**src/vpd_log_pkg.sv**
```systemverilog
// Constants for the vital data inquiry and log clearing responder.
// Assumes a 32-bit AHB-Lite slave port and byte-wide command blocks.
`default_nettype none
package vpd_log_pkg;
  // Register byte offsets.
  localparam logic [7:0] OFF_CDB0   = 8'h00;
  localparam logic [7:0] OFF_CDB1   = 8'h04;
  localparam logic [7:0] OFF_CDB2   = 8'h08;
  localparam logic [7:0] OFF_CTRL   = 8'h0c;
  localparam logic [7:0] OFF_STATUS = 8'h10;
  localparam logic [7:0] OFF_SER0   = 8'h20;
  localparam logic [7:0] OFF_WWID_B = 8'h30;
  localparam logic [7:0] OFF_WWID_N = 8'h34;
  localparam logic [7:0] OFF_UA     = 8'h38;
  localparam logic [7:0] OFF_CUR    = 8'h3c;
  localparam logic [7:0] OFF_DFLT   = 8'h40;
  localparam logic [7:0] OFF_SAVED  = 8'h44;
  localparam logic [7:0] OFF_RESP0  = 8'h60;
  // Control and status field positions.
  localparam int CTRL_GO    = 0;
  localparam int CTRL_ID    = 4;
  localparam int CTRL_LUN   = 8;
  localparam int CTRL_SLEN  = 16;
  localparam int STAT_BUSY  = 0;
  localparam int STAT_DONE  = 1;
  localparam int STAT_CHECK = 2;
  localparam int STAT_SAVED = 3;
  localparam int STAT_SK    = 4;
  localparam int STAT_ASC   = 8;
  localparam int STAT_LEN   = 16;
  // Sizes.
  localparam int RESP_BYTES = 20;
  localparam int RESP_WORDS = 5;
  localparam int SER_BYTES  = 16;
  localparam int NUM_INIT   = 8;
  localparam logic [7:0] RESP_LIMIT = 8'd20;
  localparam logic [4:0] SER_FULL   = 5'd16;
  // Command codes, pages and fixed page fields.
  localparam logic [7:0] OP_INQUIRY   = 8'h12;
  localparam logic [7:0] OP_LOG_CLEAR = 8'h4c;
  localparam logic [7:0] PAGE_SUP     = 8'h00;
  localparam logic [7:0] PAGE_SER     = 8'h80;
  localparam logic [7:0] PAGE_IDN     = 8'h83;
  localparam logic [23:0] SUP_LIST    = 24'h008083;
  localparam logic [7:0] LEN_SUP      = 8'h03;
  localparam logic [7:0] LEN_SER      = 8'h10;
  localparam logic [7:0] LEN_IDN      = 8'h0c;
  localparam logic [7:0] IDN_ID_LEN   = 8'h08;
  localparam logic [3:0] CODE_SET_BIN = 4'h1;
  localparam logic [1:0] ASSOC_DEV    = 2'h0;
  localparam logic [3:0] ID_TYPE      = 4'h3;
  localparam logic [1:0] PORT_NODE    = 2'h3;
  localparam logic [2:0] QUAL_OK      = 3'h0;
  localparam logic [2:0] QUAL_ABSENT  = 3'h3;
  localparam logic [4:0] DTYPE_DISK   = 5'h00;
  localparam logic [4:0] DTYPE_NONE   = 5'h1f;
  localparam logic [7:0] ASCII_SPACE  = 8'h20;
  localparam logic [7:0] RLEN_SUP     = 8'd7;
  localparam logic [7:0] RLEN_SER     = 8'd20;
  localparam logic [7:0] RLEN_IDN     = 8'd16;
  // Page control values and sense data.
  localparam logic [1:0] PC_CURRENT   = 2'h1;
  localparam logic [1:0] PC_DEFAULT   = 2'h3;
  localparam logic [3:0] SK_ILLEGAL   = 4'h5;
  localparam logic [7:0] ASC_BAD_FIELD = 8'h24;
  localparam logic [7:0] ASC_BAD_OP    = 8'h20;
  localparam logic [7:0] ASC_NO_LUN    = 8'h25;
  // Company prefix of the world wide identifier; value is arbitrary.
  localparam logic [27:0] COMPANY_PREFIX = 28'h0a5a5a5;
endpackage
`default_nettype wire

```
**src/vpd_log_responder.sv**
```systemverilog
// Command responder for vital data inquiry pages and log clearing.
// Assumes one AHB-Lite master, single word transfers, hready = hreadyout.
//
// Behaviour
// - Page 00h lists length 3 and codes 00h, 80h, 83h ascending.
// - Byte one of every vital page echoes the requested page code.
// - Byte zero carries qualifier zero and direct-access type zero.
// - Serial page has length 16 and ASCII serial in bytes 4 to 19.
// - Serial number is right aligned in its sixteen-byte field.
// - Identification page length 12, one descriptor with identifier length 8.
// - Descriptor code set is 1, meaning binary.
// - Descriptor association is 0h, the addressed device.
// - Descriptor identifier type is 03h.
// - 64-bit world wide identifier sits in bytes 8 to 15, MSB first.
// - Identifier is prefix, 12-bit block, 11b select, 22-bit serial.
// - Log clear is opcode 4Ch with reset, save, page control, list length.
// - Reset bit set clears log parameters; clear keeps them unless PC 11b.
// - Save bit set saves savable parameters after change; clear does not.
// - Page control 11b zeroes default cumulative values regardless of reset.
// - Page control 01b with reset bit zeroes current cumulative values.
// - Other page control values give check condition, invalid field.
// - List length must be zero; no pages are transferred.
// - Any wrong command block field gives check condition, invalid field; the code leaves reserved inquiry fields unchecked.
// - Log clearing returns the touched counters to zero; an event in the clearing cycle leaves them at one.
// - Changed parameters post unit attention to all other initiators.
// - Absent unit reports qualifier 011b and type 1Fh in byte zero.
// - Log clear to an absent unit ends in check condition.
//
// Our own choices: the AHB-Lite slave port and the register offsets.
`default_nettype none
module vpd_log_responder
  import vpd_log_pkg::*;
(
  // Clock and reset.
  input  wire logic        hclk,
  input  wire logic        hresetn,
  // AHB-Lite slave port.
  input  wire logic        hsel,
  input  wire logic [31:0] haddr,
  input  wire logic [1:0]  htrans,
  input  wire logic        hwrite,
  input  wire logic [2:0]  hsize,
  input  wire logic [31:0] hwdata,
  input  wire logic        hready,
  output var  logic        hreadyout,
  output var  logic        hresp,
  output var  logic [31:0] hrdata,
  // Statistics and attention.
  input  wire logic        stat_event,
  output var  logic [7:0]  unit_attention
);
  typedef enum logic [2:0] {
    ST_IDLE = 3'b001,
    ST_EXEC = 3'b010,
    ST_DONE = 3'b100
  } state_e;

  state_e      state_r;
  logic        wr_pend_r;
  logic [7:0]  wr_addr_r;
  logic [31:0] hrdata_r;
  logic [31:0] cdb_w_r [3];
  logic [31:0] ser_w_r [4];
  logic [11:0] wwid_blk_r;
  logic [21:0] wwid_num_r;
  logic [2:0]  issuer_r;
  logic        lun_ok_r;
  logic [4:0]  slen_r;
  logic        done_r;
  logic        check_r;
  logic        saved_r;
  logic [3:0]  sense_key_r;
  logic [7:0]  asc_r;
  logic [7:0]  resp_len_r;
  logic [7:0]  resp_r [RESP_BYTES];
  logic [7:0]  ua_r;
  logic [31:0] cur_cnt_r;
  logic [31:0] dflt_cnt_r;
  logic [31:0] saved_cnt_r;

  // The slave never stalls and always answers OKAY.
  assign hreadyout = 1'b1;
  assign hresp     = 1'b0;
  assign hrdata    = hrdata_r;
  assign unit_attention = ua_r;

  // Address phase acceptance and data phase write strobes.
  wire       addr_ok  = hsel & hready & htrans[1];
  wire       busy     = state_r != ST_IDLE;
  wire       wr_cdb0  = wr_pend_r && wr_addr_r == OFF_CDB0;
  wire       wr_cdb1  = wr_pend_r && wr_addr_r == OFF_CDB1;
  wire       wr_cdb2  = wr_pend_r && wr_addr_r == OFF_CDB2;
  wire       wr_ctrl  = wr_pend_r && wr_addr_r == OFF_CTRL && !busy;
  wire       wr_wblk  = wr_pend_r && wr_addr_r == OFF_WWID_B;
  wire       wr_wnum  = wr_pend_r && wr_addr_r == OFF_WWID_N;
  wire       wr_ua    = wr_pend_r && wr_addr_r == OFF_UA;
  wire [7:0] ser_off  = wr_addr_r - OFF_SER0;
  wire       wr_ser   = wr_pend_r && ser_off < 8'd16;
  wire       go       = wr_ctrl && hwdata[CTRL_GO];

  // Command block bytes, byte zero in the low lane of the first word.
  logic [7:0] cdb [10];
  genvar gi;
  generate
    for (gi = 0; gi < 10; gi++) begin : g_cdb
      assign cdb[gi] = cdb_w_r[gi / 4][8 * (gi % 4) +: 8];
    end
  endgenerate

  // Command decode.
  wire        is_inq    = cdb[0] == OP_INQUIRY;
  wire        is_lc     = cdb[0] == OP_LOG_CLEAR;
  wire        vital_data_select = cdb[1][0];
  wire [7:0]  page_code = cdb[2];
  wire        pg_sup    = page_code == PAGE_SUP;
  wire        pg_ser    = page_code == PAGE_SER;
  wire        pg_idn    = page_code == PAGE_IDN;
  wire        inq_ok    = is_inq && vital_data_select &&
                          (pg_sup || pg_ser || pg_idn);
  wire        parameter_reset_bit = cdb[1][1];
  wire        save_parameters_bit = cdb[1][0];
  wire [1:0]  page_control_field  = cdb[2][7:6];
  wire [15:0] list_len  = {cdb[7], cdb[8]};
  wire        pc_ok     = page_control_field == PC_CURRENT ||
                          page_control_field == PC_DEFAULT;
  wire        rsv_ok    = cdb[1][7:2] == 6'h00 && cdb[2][5:0] == 6'h00 &&
                          {cdb[3], cdb[4], cdb[5], cdb[6]} == 32'h0 &&
                          cdb[9][7:2] == 6'h00;
  wire        lc_fields = pc_ok && rsv_ok && list_len == 16'h0;
  wire        lc_ok     = is_lc && lun_ok_r && lc_fields;
  wire        clr_cur   = lc_ok && parameter_reset_bit;
  wire        clr_dflt  = lc_ok &&
                          page_control_field == PC_DEFAULT;
  wire        changed   = clr_cur || clr_dflt;
  wire        cmd_ok    = inq_ok || lc_ok;
  wire [7:0]  asc_sel   = !(is_inq || is_lc) ? ASC_BAD_OP :
                          (is_lc && !lun_ok_r) ? ASC_NO_LUN :
                          ASC_BAD_FIELD;
  wire [7:0]  rlen_sel  = !inq_ok ? 8'h00 : pg_sup ? RLEN_SUP :
                          pg_ser ? RLEN_SER : RLEN_IDN;

  // Byte zero of the inquiry data depends on the unit being present.
  wire [7:0]  hdr0 = lun_ok_r ? {QUAL_OK, DTYPE_DISK}
                              : {QUAL_ABSENT, DTYPE_NONE};
  // World wide identifier, most significant field first.
  wire [63:0] wwid = {COMPANY_PREFIX, wwid_blk_r, PORT_NODE,
                      wwid_num_r};
  // Leading blank count that right aligns the serial characters.
  wire [4:0]  pad = SER_FULL - slen_r;

  // Serial characters as stored, first character in the low lane.
  logic [7:0] ser_byte [SER_BYTES];
  generate
    for (gi = 0; gi < SER_BYTES; gi++) begin : g_ser
      assign ser_byte[gi] = ser_w_r[gi / 4][8 * (gi % 4) +: 8];
    end
  endgenerate

  // Response bytes for each page, one lane per byte position.
  logic [7:0] page_b [RESP_BYTES];
  generate
    for (gi = 0; gi < RESP_BYTES; gi++) begin : g_page
      localparam int SL = (gi >= 4 && gi <= 6) ? 6 - gi : 0;
      localparam int SI = (gi >= 4) ? gi - 4 : 0;
      localparam int WB = (gi >= 8 && gi <= 15) ? 15 - gi : 0;
      localparam logic [4:0] SI5 = 5'(SI);
      wire [4:0] sidx  = SI5 - pad;
      wire [7:0] sup_b = (gi == 3) ? LEN_SUP :
                         (gi >= 4 && gi <= 6) ? SUP_LIST[SL * 8 +: 8] :
                         8'h00;
      wire [7:0] ser_b = (gi == 3) ? LEN_SER :
                         (gi < 4) ? 8'h00 :
                         (SI5 < pad) ? ASCII_SPACE :
                         ser_byte[sidx[3:0]];
      wire [7:0] idn_b = (gi == 3) ? LEN_IDN :
                         (gi == 4) ? {4'h0, CODE_SET_BIN} :
                         (gi == 5) ? {2'h0, ASSOC_DEV, ID_TYPE} :
                         (gi == 7) ? IDN_ID_LEN :
                         (gi >= 8 && gi <= 15) ? wwid[WB * 8 +: 8] :
                         8'h00;
      assign page_b[gi] = (gi == 0) ? hdr0 :
                          (gi == 1) ? page_code :
                          pg_sup ? sup_b : pg_ser ? ser_b : idn_b;
    end
  endgenerate

  // Counter next values; an event in the clearing cycle still counts.
  wire [31:0] ev     = {31'h0, stat_event};
  wire [31:0] cur_nxt  = (state_r == ST_EXEC && clr_cur ? 32'h0
                                                       : cur_cnt_r) + ev;
  wire [31:0] dflt_nxt = (state_r == ST_EXEC && clr_dflt ? 32'h0
                                                       : dflt_cnt_r) + ev;
  // Unit attention goes to everyone but the issuing initiator.
  wire [7:0]  ua_set  = (state_r == ST_EXEC && changed) ?
                        ~(8'h01 << issuer_r) : 8'h00;
  wire [7:0]  ua_clr  = wr_ua ? hwdata[7:0] : 8'h00;
  wire [7:0]  ua_nxt  = (ua_r & ~ua_clr) | ua_set;

  // Read decode; response words are read from a window of five words.
  wire [7:0]  rd_a    = haddr[7:0];
  wire [7:0]  rd_roff = rd_a - OFF_RESP0;
  wire [7:0]  rd_soff = rd_a - OFF_SER0;
  wire [2:0]  rd_ridx = rd_roff[4:2];
  logic [31:0] resp_word [RESP_WORDS];
  generate
    for (gi = 0; gi < RESP_WORDS; gi++) begin : g_rword
      assign resp_word[gi] = {resp_r[4 * gi + 3], resp_r[4 * gi + 2],
                              resp_r[4 * gi + 1], resp_r[4 * gi]};
    end
  endgenerate
  wire [31:0] ctrl_rd = {11'h0, slen_r, 7'h0, lun_ok_r, 1'b0, issuer_r,
                         4'h0};
  wire [31:0] stat_rd = {8'h0, resp_len_r, asc_r, sense_key_r, saved_r,
                         check_r, done_r, busy};
  wire [31:0] rd_word =
    (rd_a == OFF_CDB0)   ? cdb_w_r[0] :
    (rd_a == OFF_CDB1)   ? cdb_w_r[1] :
    (rd_a == OFF_CDB2)   ? {16'h0, cdb_w_r[2][15:0]} :
    (rd_a == OFF_CTRL)   ? ctrl_rd :
    (rd_a == OFF_STATUS) ? stat_rd :
    (rd_soff < 8'd16)    ? ser_w_r[rd_soff[3:2]] :
    (rd_a == OFF_WWID_B) ? {20'h0, wwid_blk_r} :
    (rd_a == OFF_WWID_N) ? {10'h0, wwid_num_r} :
    (rd_a == OFF_UA)     ? {24'h0, ua_r} :
    (rd_a == OFF_CUR)    ? cur_cnt_r :
    (rd_a == OFF_DFLT)   ? dflt_cnt_r :
    (rd_a == OFF_SAVED)  ? saved_cnt_r :
    (rd_roff < RESP_LIMIT) ? resp_word[rd_ridx] : 32'h0;

  // Bus pipeline: write address held for the data phase, read data latched.
  always_ff @(posedge hclk or negedge hresetn)
  begin
    if (!hresetn)
    begin
      wr_pend_r <= 1'b0;
      wr_addr_r <= 8'h00;
      hrdata_r  <= 32'h0;
    end
    else
    begin
      wr_pend_r <= addr_ok && hwrite;
      if (addr_ok)
        wr_addr_r <= haddr[7:0];
      if (addr_ok && !hwrite)
        hrdata_r <= rd_word;
    end
  end

  // Software-written configuration; command block is locked while busy.
  always_ff @(posedge hclk or negedge hresetn)
  begin
    if (!hresetn)
    begin
      for (int k = 0; k < 3; k++)
        cdb_w_r[k] <= 32'h0;
      for (int k = 0; k < 4; k++)
        ser_w_r[k] <= 32'h0;
      wwid_blk_r <= 12'h0;
      wwid_num_r <= 22'h0;
      issuer_r   <= 3'h0;
      lun_ok_r   <= 1'b1;
      slen_r     <= 5'h0;
    end
    else
    begin
      if (wr_cdb0 && !busy)
        cdb_w_r[0] <= hwdata;
      if (wr_cdb1 && !busy)
        cdb_w_r[1] <= hwdata;
      if (wr_cdb2 && !busy)
        cdb_w_r[2] <= {16'h0, hwdata[15:0]};
      if (wr_ser)
        ser_w_r[ser_off[3:2]] <= hwdata;
      if (wr_wblk)
        wwid_blk_r <= hwdata[11:0];
      if (wr_wnum)
        wwid_num_r <= hwdata[21:0];
      if (wr_ctrl)
      begin
        issuer_r <= hwdata[CTRL_ID +: 3];
        lun_ok_r <= hwdata[CTRL_LUN];
        slen_r   <= (hwdata[CTRL_SLEN +: 5] > SER_FULL) ? SER_FULL
                                                        : hwdata[CTRL_SLEN +: 5];
      end
    end
  end

  // Command sequencer: idle, one execute cycle, one completion cycle.
  always_ff @(posedge hclk or negedge hresetn)
  begin
    if (!hresetn)
      state_r <= ST_IDLE;
    else
      unique case (state_r)
        ST_IDLE: state_r <= go ? ST_EXEC : ST_IDLE;
        ST_EXEC: state_r <= ST_DONE;
        ST_DONE: state_r <= ST_IDLE;
        default: state_r <= ST_IDLE;
      endcase
  end

  // Command results captured in the execute cycle; done flag set in the completion cycle.
  always_ff @(posedge hclk or negedge hresetn)
  begin
    if (!hresetn)
    begin
      done_r      <= 1'b0;
      check_r     <= 1'b0;
      saved_r     <= 1'b0;
      sense_key_r <= 4'h0;
      asc_r       <= 8'h00;
      resp_len_r  <= 8'h00;
      for (int k = 0; k < RESP_BYTES; k++)
        resp_r[k] <= 8'h00;
    end
    else if (state_r == ST_EXEC)
    begin
      check_r     <= !cmd_ok;
      sense_key_r <= cmd_ok ? 4'h0 : SK_ILLEGAL;
      asc_r       <= cmd_ok ? 8'h00 : asc_sel;
      saved_r     <= lc_ok && save_parameters_bit;
      resp_len_r  <= rlen_sel;
      if (inq_ok)
        for (int k = 0; k < RESP_BYTES; k++)
          resp_r[k] <= page_b[k];
    end
    else if (state_r == ST_DONE)
      done_r <= 1'b1;
    else if (go)
      done_r <= 1'b0;
  end

  // Statistics counters, saved copy and unit attention flags.
  always_ff @(posedge hclk or negedge hresetn)
  begin
    if (!hresetn)
    begin
      cur_cnt_r   <= 32'h0;
      dflt_cnt_r  <= 32'h0;
      saved_cnt_r <= 32'h0;
      ua_r        <= 8'h00;
    end
    else
    begin
      cur_cnt_r  <= cur_nxt;
      dflt_cnt_r <= dflt_nxt;
      ua_r       <= ua_nxt;
      if (state_r == ST_EXEC && lc_ok && save_parameters_bit)
        saved_cnt_r <= cur_nxt;
    end
  end

  // Checks on the finished command.
  wire exec_inq = state_r == ST_EXEC && inq_ok;
  wire exec_lc  = state_r == ST_EXEC && lc_ok;
endmodule // vpd_log_responder
`default_nettype wire

```
**config.mk**
```make
export PLATFORM = sky130hd
export DESIGN_NAME = vpd_log_responder
export DESIGN_NICKNAME = d
export VERILOG_FILES = /design/src/vpd_log_pkg.sv /design/src/vpd_log_responder.sv
export SDC_FILE = /design/constraint.sdc
export NUM_CORES = 1
export LEC_CHECK = 0
export BUFFER_PORTS_ARGS = -buffer_cell sky130_fd_sc_hd__clkbuf_2
export CAP_MARGIN = 10
export CORE_ASPECT_RATIO = 1.5
export CORE_MARGIN = 3
export CORE_UTILIZATION = 60
export CTS_CLUSTER_SIZE = 16
export DETAILED_ROUTE_END_ITERATION = 12
export PLACE_DENSITY = 0.83
export SYNTH_ARGS = -nofsm -noshare
export SYNTH_HDL_FRONTEND = slang
export SYNTH_SLANG_ARGS = --single-unit
```
**constraint.sdc**
```tcl
create_clock -name hclk -period 4.5 [get_ports hclk]
set_input_delay 0.9 -clock hclk [delete_from_list [all_inputs] [get_ports hclk]]
set_output_delay 0.9 -clock hclk [all_outputs]
set_load 0.1 [all_outputs]
```
==> results of run 1 <==
## cell usage after synthesis, types with 8 or more instances
| cell | n |
|---|---|
| sky130_fd_sc_hd__dfrtp_1 | 545 |
| sky130_fd_sc_hd__nand2_1 | 317 |
| sky130_fd_sc_hd__mux2_2 | 298 |
| sky130_fd_sc_hd__nor2_1 | 255 |
| sky130_fd_sc_hd__mux4_2 | 170 |
| sky130_fd_sc_hd__o21ai_0 | 160 |
| sky130_fd_sc_hd__a21oi_1 | 140 |
| sky130_fd_sc_hd__clkbuf_1 | 117 |
| sky130_fd_sc_hd__mux2i_1 | 93 |
| sky130_fd_sc_hd__buf_2 | 83 |
| sky130_fd_sc_hd__nand3_1 | 75 |
| sky130_fd_sc_hd__nor3_1 | 65 |
| sky130_fd_sc_hd__a22oi_1 | 53 |
| sky130_fd_sc_hd__a211oi_1 | 45 |
| sky130_fd_sc_hd__a21o_1 | 38 |
| sky130_fd_sc_hd__xnor2_1 | 33 |
| sky130_fd_sc_hd__xor2_1 | 33 |
| sky130_fd_sc_hd__nand4_1 | 30 |
| sky130_fd_sc_hd__nor4_1 | 29 |
| sky130_fd_sc_hd__inv_1 | 28 |
| sky130_fd_sc_hd__a221oi_1 | 26 |
| sky130_fd_sc_hd__and3_1 | 26 |
| sky130_fd_sc_hd__o22ai_1 | 25 |
| sky130_fd_sc_hd__o21ai_1 | 24 |
| sky130_fd_sc_hd__buf_4 | 23 |
| sky130_fd_sc_hd__nand2b_1 | 21 |
| sky130_fd_sc_hd__a31oi_1 | 17 |
| sky130_fd_sc_hd__nor2b_1 | 17 |
| sky130_fd_sc_hd__o211ai_1 | 17 |
| sky130_fd_sc_hd__ha_1 | 15 |
| sky130_fd_sc_hd__o221ai_1 | 14 |
| sky130_fd_sc_hd__buf_1 | 12 |
| sky130_fd_sc_hd__and2_1 | 10 |
| sky130_fd_sc_hd__a32oi_1 | 9 |
| sky130_fd_sc_hd__nor3b_1 | 9 |
| sky130_fd_sc_hd__or3_1 | 8 |
| sky130_fd_sc_hd__or4_1 | 8 |
## path summary, 6_finish.rpt
path / start / end / slack, ns / cells after the start
min in group hclk: resp_r[109] / resp_r[109] / 0.47 / 2
worst min-delay path: hresetn / saved_cnt_r[7] / 0.29 / 1
worst max register to register: cdb[16] / saved_cnt_r[26] / 0.35 / 13
worst max-delay path: cdb[16] / saved_cnt_r[26] / 0.35 / 13
max in group asynchronous: hresetn / lun_ok_r / 3.03 / 3
worst min register to register: resp_r[109] / resp_r[109] / 0.47 / 2
## layout make-up
cell class / instances / area [sq um] / share of cell area
sequential: 547 / 13700 / 0.385
clock inverter: 22 / 274 / 0.00770
antenna: 2 / 5.00 / 0.000141
multi-input combinational: 2213 / 17600 / 0.495
inverter: 29 / 109 / 0.00306
timing repair buffer: 210 / 1510 / 0.0423
clock buffer: 74 / 1540 / 0.0431
tap: 682 / 853 / 0.0240
## registers in the layout (all words and copies together) (netlist names)
name            cells
lun_ok_r            1
done_r              1
dflt_cnt_r         32
issuer_r            3
wr_addr_r           8
wwid_blk_r         12
ser_byte          128
unit_attention      8
hrdata             32
saved_r             1
asc_r               2
cdb                80
resp_len_r          3
cur_cnt_r          32
wwid_num_r         22
sense_key_r         1
wr_pend_r           1
resp_r            140
saved_cnt_r        32
slen_r              5
state_r             3
## per-layer routing
layer / part of all wire / up-vias / GRT usage
met5: 0.00018 / - / 0.00517
met4: 0.11 / 4 / 0.380
met3: 0.12 / 621 / 0.118
met2: 0.43 / 2342 / 0.680
met1: 0.34 / 14000 / 0.572
li1: - / 11300 / -
## logic make-up after synthesis
family	count (synthesis)
compound gates	646
xor+xnor	69
fa+ha+maj	16
buf+inv	266
flops	547
mux	565
other cells	2
simple gates	915
## power groups by stage
| stage | clock (mW) | combinational [mW] | sequential [mW] |
|---|---|---|---|
| after global routing | 4.93 | 2.25 | 5.65 |
| final | 4.74 | 2.16 | 5.63 |
| after CTS | 4.75 | 2.11 | 5.60 |
| after global placement | 0 | 2.04 | 5.66 |
| after floorplan | 0 | 1.13 | 5.82 |
| after detailed placement | 0 | 2.10 | 5.69 |
==> metrics.md, run 1 <==
| Metric | Value |
|---|---|
| Max-cap check violation count | 0 |
| Initial Util | 0.611 |
| Leading cell type in the layout, fill and taps excluded | sky130_fd_sc_hd__dfrtp_1 |
| Die Footprint | ~57,000 sq um |
| Type of the tightest min-delay check | input port to async pin |
| Detailed Place HPWL | 96,400 microns |
| Number of buffer cells added on primary ports | 86 |
| Final standard cell utilization of the core | 0.671 |
| Share of layout cells above drive strength 1 | 0.265 |
| Number of sinks handled by clock tree synthesis | approximately 550 |
| Pin count of the biggest net entering global routing | 132 |
| Startpoint types | register |
| Layout-stage area growth over the synthesis result | 9.72% |
| Commonest cells after routing, fill and taps aside | sky130_fd_sc_hd__dfrtp_1 (543), sky130_fd_sc_hd__nand2_1 (316), sky130_fd_sc_hd__mux2_2 (298), sky130_fd_sc_hd__nor2_1 (250), sky130_fd_sc_hd__mux4_2 (170) |
| Critical-path cell list | nor4_1 > nand4_1 > or4_4 > nor4_4 > nor2b_1 > ha_1 > ha_1 > nand3_1 > nor3_2 > and3_1 > nand3_1 > xor2_1 > o21ai_1 |
| Filler cell count | 4,105 |
| Mapped Area | between 30,000 and 40,000 sq um |
| Vias post-DR | 28,400 |
| Arrival time at the worst endpoint | 4.65 ns |
| Number of warnings issued by yosys | 0 |
| Xor-xnor portion of the synthesized cell area | 0.0199 |
| Critical path endpoint category | register |
| Number of buffers and inverters on the critical path | 0 |
| Die Wd | around 200 microns |
| Aggregate routed wire length | 133,000 microns |
| Initial DRC Count | 4,115 |
| Fraction of synthesized cell area taken by the top area cell type | 0.420 |
| Vias in the first global route | 27,800 |
| Rel. slew slack | 0.113 |
| Wire length of the first global-routing pass | 192,000 microns |
| Clock Latency Late Sink | between 0.6 and 0.7 ns |
| Synthesis-stage register bit count | 547 |
| Synthesized netlist net count | a little over 3,000 |
| Data required, critical path | 4.99 ns |
| Final TNS setup | 0 ns |
| Largest incremental delay on the critical path | 0.68 ns |
| Setup Buffers After CTS | 0 |
| Post-synthesis async set-or-reset flop share | 1.00 |
| Core Footprint | ~53,000 sq um |
| Post-Place Worst Slack | 0.459 ns |
| Multiplexer share of the synthesized area | 0.251 |
| Setup Skew | roughly 0.037 ns |
| Antenna violations before repair | 7 |
| Clock network fraction of total power | 0.378 |
| Synth Instances | 3,026 |
| Largest driver fanout on the critical path | 9 |
| Distinct cell type count of the synthesized netlist | 91 |
| Final-layout worst hold slack | 0.291 ns |
| Crit share post-route | 0.923 |
| DRC violations left | 0 |
| Final-report hold violation count | 0 |
| Final Instance Area | 35,600 sq um |
| Logic pwr share | 0.172 |
| Maximum level of the CTS H-tree | 2 |
| Post-detailed-route count of antenna-violating nets | 0 |
| RSZ-0062 raised after global routing | no |
| Overall global routing resource usage | 0.462 |
| Number of placed cells counting well taps | roughly 3,700 |
| Setup slack of the critical path after layout | 0.347 ns |
| Slew at the pin with the worst max-slew slack | 1.33 ns |
| CTS root buf | sky130_fd_sc_hd__clkbuf_16 |
| Number of setup violations in the final report | 0 |
| Top cell type by total area after synthesis | sky130_fd_sc_hd__dfrtp_1 |
| Post-synth top flop | sky130_fd_sc_hd__dfrtp_1 |
| Power Density | between 300 and 400 nW/um^2 |
| Maximum root-to-sink buffer count | 3 |
| Number of top-level design ports | 117 |
| Worst vdd rail ir drop | around 0.42 mV |
| Total grt overflow | 0 |
| Area post-placement | 33,800 sq um |
| Sum of internal, switching and leakage power | roughly 13 mW |
| Mean number of vias per cell | approximately 7.5 |
| TritonCTS clock tree | yes |
| Cell type of the slowest stage on the worst timing path | sky130_fd_sc_hd__nor4_1 |
| Placement Rows | 103 |
| Post-layout minimum cycle time | 4.15 ns |
| Number of optimization iterations in the first detailed-route pass | 9 |
| Upper clock frequency limit | between 200 and 250 MHz |
| Non-Filler Instances | 3,779 |
| Fin nets | 3,145 |
| Fraction of power consumed by sequential logic | 0.450 |
| Internal power contribution | between 8 and 9 mW |
| Max-slew violation count | 0 |
| EDFF count, synth | 0 |
| CTS-repair resized insts | 0 |
| Adder and majority cell fraction of the synthesized area | 0.00609 |
| Die Span Y | just under 300 microns |
| Cell type group with the largest total delay on the critical path | simple AND/OR/NAND/NOR gates |
| Final weighted congestion of routability-driven global placement | 1.10 |
| Switching power total | ~3.9 mW |
| Average cell area after synthesis | 10.7 sq um |
| Outcome | finished, final reports clean |
| Simple-gate area share of the yosys netlist | 0.134 |
| Clock transition at path regs | roughly 0.060 ns |
| Compound-gate portion of the synthesized area | 0.129 |
| Synth area leaders | sky130_fd_sc_hd__dfrtp_1 (42%), sky130_fd_sc_hd__mux4_2 (12%), sky130_fd_sc_hd__mux2_2 (10%) |
| CTS buffer count | 54 |
| Leakage power summed over all cells | 15.7 nW |
| Category of the most critical setup path | register to register |
| Net Sw Frac | 0.313 |
| Number of hold-repair buffers added at the cts stage | 0 |
| Largest family of logic cells by synthesized area | multiplexers |
| Wire per inst | 35.2 microns |
| Post-synthesis sequential area ratio | 0.422 |
(Power assumes the default switching activity.)
==> run 2: changes to the inputs <==
--- a/config.mk
+++ b/config.mk
@@ -7,12 +7,14 @@
 export LEC_CHECK = 0
 export BUFFER_PORTS_ARGS = -buffer_cell sky130_fd_sc_hd__clkbuf_2
 export CAP_MARGIN = 10
-export CORE_ASPECT_RATIO = 1.5
+export CORE_ASPECT_RATIO = 0.75
 export CORE_MARGIN = 3
 export CORE_UTILIZATION = 60
 export CTS_CLUSTER_SIZE = 16
 export DETAILED_ROUTE_END_ITERATION = 12
 export PLACE_DENSITY = 0.83
+export REMOVE_ABC_BUFFERS = 1
 export SYNTH_ARGS = -nofsm -noshare
 export SYNTH_HDL_FRONTEND = slang
 export SYNTH_SLANG_ARGS = --single-unit
+export TNS_END_PERCENT = 30
==> metrics.md, run 2 (synthesis gave the netlist of run 1 again) <==
| Metric | Value |
|---|---|
| Max-cap check violation count | 0 |
| Sum of internal, switching and leakage power | between 10 and 15 mW |
| Mean number of vias per cell | between 7 and 8 |
| Die Footprint | 56,900 sq um |
| Type of the tightest min-delay check | input port to async pin |
| Final-layout worst hold slack | about 0.39 ns |
| Number of hold-repair buffers added at the cts stage | 0 |
| Post-layout minimum cycle time | 4.15 ns |
| Largest register FFs | 140 |
| Maximum level of the CTS H-tree | 2 |
| Maximum root-to-sink buffer count | 3 |
| Arrival time at the worst endpoint | 4.66 ns |
| Data required, critical path | 5.01 ns |
| Slew at the pin with the worst max-slew slack | 1.17 ns |
| Overall global routing resource usage | 0.478 |
| Initial DRC Count | roughly 5,300 |
| Outcome | finished, final reports clean |
| CTS-repair resized insts | 0 |
| Wire per inst | 35.5 microns |
| Final standard cell utilization of the core | 0.677 |
| Final Instance Area | 36,100 sq um |
| Final weighted congestion of routability-driven global placement | between 1 and 1.5 |
| Vias in the first global route | approximately 28,000 |
| Largest incremental delay on the critical path | 0.63 ns |
| Placement Rows | between 70 and 80 |
| Total grt overflow | 0 |
| Leakage power summed over all cells | ~16 nW |
| Critical path endpoint category | register |
| Final TNS setup | 0 ns |
| Aggregate routed wire length | around 140,000 microns |
| RSZ-0062 raised after global routing | no |
| Number of placed cells counting well taps | 3,745 |
| Post-detailed-route count of antenna-violating nets | 0 |
| Number of optimization iterations in the first detailed-route pass | 8 |
| Most common cell on crit path | sky130_fd_sc_hd__ha_1 |
| Setup Buffers After CTS | 0 |
| Worst vdd rail ir drop | 0.408 mV |
| Category of the most critical setup path | register to register |
| Largest register by flop count | resp_r |
| Max-slew violation count | 0 |
| Non-Filler Instances | approximately 3,900 |
| Startpoint types | register |
| Final-report hold violation count | 0 |
| Share of layout cells above drive strength 1 | 0.275 |
| Largest driver fanout on the critical path | 9 |
| Wire length of the first global-routing pass | about 200,000 microns |
| Power Density | 358 nW/um^2 |
| Critical-path cell list | nor4_1 > buf_4 > nand4_1 > or4_4 > nor4_4 > nor2b_1 > ha_1 > ha_1 > nand3_1 > nor3_2 > and3_1 > xnor2_1 > nor3_1 > a21o_1 |
| CTS root buf | sky130_fd_sc_hd__clkbuf_16 |
| Upper clock frequency limit | 241 MHz |
| Area post-placement | about 34,000 sq um |
| Number of sinks handled by clock tree synthesis | between 500 and 600 |
| Number of top-level design ports | 117 |
| Commonest cells after routing, fill and taps aside | sky130_fd_sc_hd__dfrtp_1 (543), sky130_fd_sc_hd__nand2_1 (315), sky130_fd_sc_hd__mux2_2 (298), sky130_fd_sc_hd__nor2_1 (250), sky130_fd_sc_hd__mux4_2 (170) |
| Initial Util | 0.609 |
| Setup slack of the critical path after layout | 0.350 ns |
| Detailed Place HPWL | 101,000 microns |
| Number of buffer cells added on primary ports | 86 |
| Die Span Y | 207 microns |
| Antenna violations before repair | 15 |
| Leading cell type in the layout, fill and taps excluded | sky130_fd_sc_hd__dfrtp_1 |
| Rel. slew slack | 0.211 |
| Number of setup violations in the final report | 0 |
| Clock Latency Late Sink | 0.64 ns |
| DRC violations left | 0 |
| Pin count of the biggest net entering global routing | 139 |
| Cell type of the slowest stage on the worst timing path | sky130_fd_sc_hd__or4_4 |
| Layout-stage area growth over the synthesis result | 11.2% |
| TritonCTS clock tree | yes |
| Core Footprint | 53,200 sq um |
| Die Wd | between 200 and 300 microns |
| Crit share post-route | 0.922 |
| Setup Skew | ~0.022 ns |
| Vias post-DR | 29,000 |
| Fin nets | 3,180 |
| CTS buffer count | 55 |
| Post-Place Worst Slack | between 0.4 and 0.5 ns |
| Clock transition at path regs | 0.07 ns |
==> run 2: worst max-delay path: cells and delay by family (launching register included) <==
| family | cells | cell delay (ns) |
|---|---|---|
| AND/OR/NAND/NOR | 9 | 2.50 |
| adder cells (fa/ha/maj) | 2 | 0.49 |
| flip-flops | 1 | 0.45 |
| XOR/XNOR | 1 | 0.21 |
| buffers and inverters | 1 | 0.20 |
| AO/OA/AOI/OAI | 1 | 0.20 |
==> run 2: final timing paths <==
kind,end,cells after the start,start,slack [ns]
min,dflt_cnt_r[23],1,hresetn,0.39
min in group hclk,resp_r[106],2,resp_r[106],0.47
max,saved_cnt_r[24],14,cdb[19],0.35
max reg2reg,saved_cnt_r[24],14,cdb[19],0.35
max in group asynchronous,resp_r[16],2,hresetn,2.96
min reg2reg,resp_r[106],2,resp_r[106],0.47
==> run 2: layout make-up <==
cell class,instances,area [sq um]
Tap cell,712,891
Inverter,29,109
Clock inverter,28,395
Clock buffer,73,1550
Multi-Input combinational cell,2213,17600
Timing Repair Buffer,244,1770
Sequential cell,547,13700
Antenna cell,8,20.0
Fill cell,4031,17200
==> run 2: power by group <==
group | internal [mW] | leakage [nW] | switching, mW
combinational | 0.755 | 7.77 | 1.47
sequential | 5.20 | 7.21 | 0.414
clock | 2.94 | 0.957 | 2.14
==> run 2: layer usage <==
metal,vias to the layer above,global-route usage,routed length [microns]
met3,498,0.217,23000
met1,14500,0.666,51100
met2,2616,0.644,55000
met4,16,0.200,7690
met5,-,0.0102,173
li1,11400,-,-
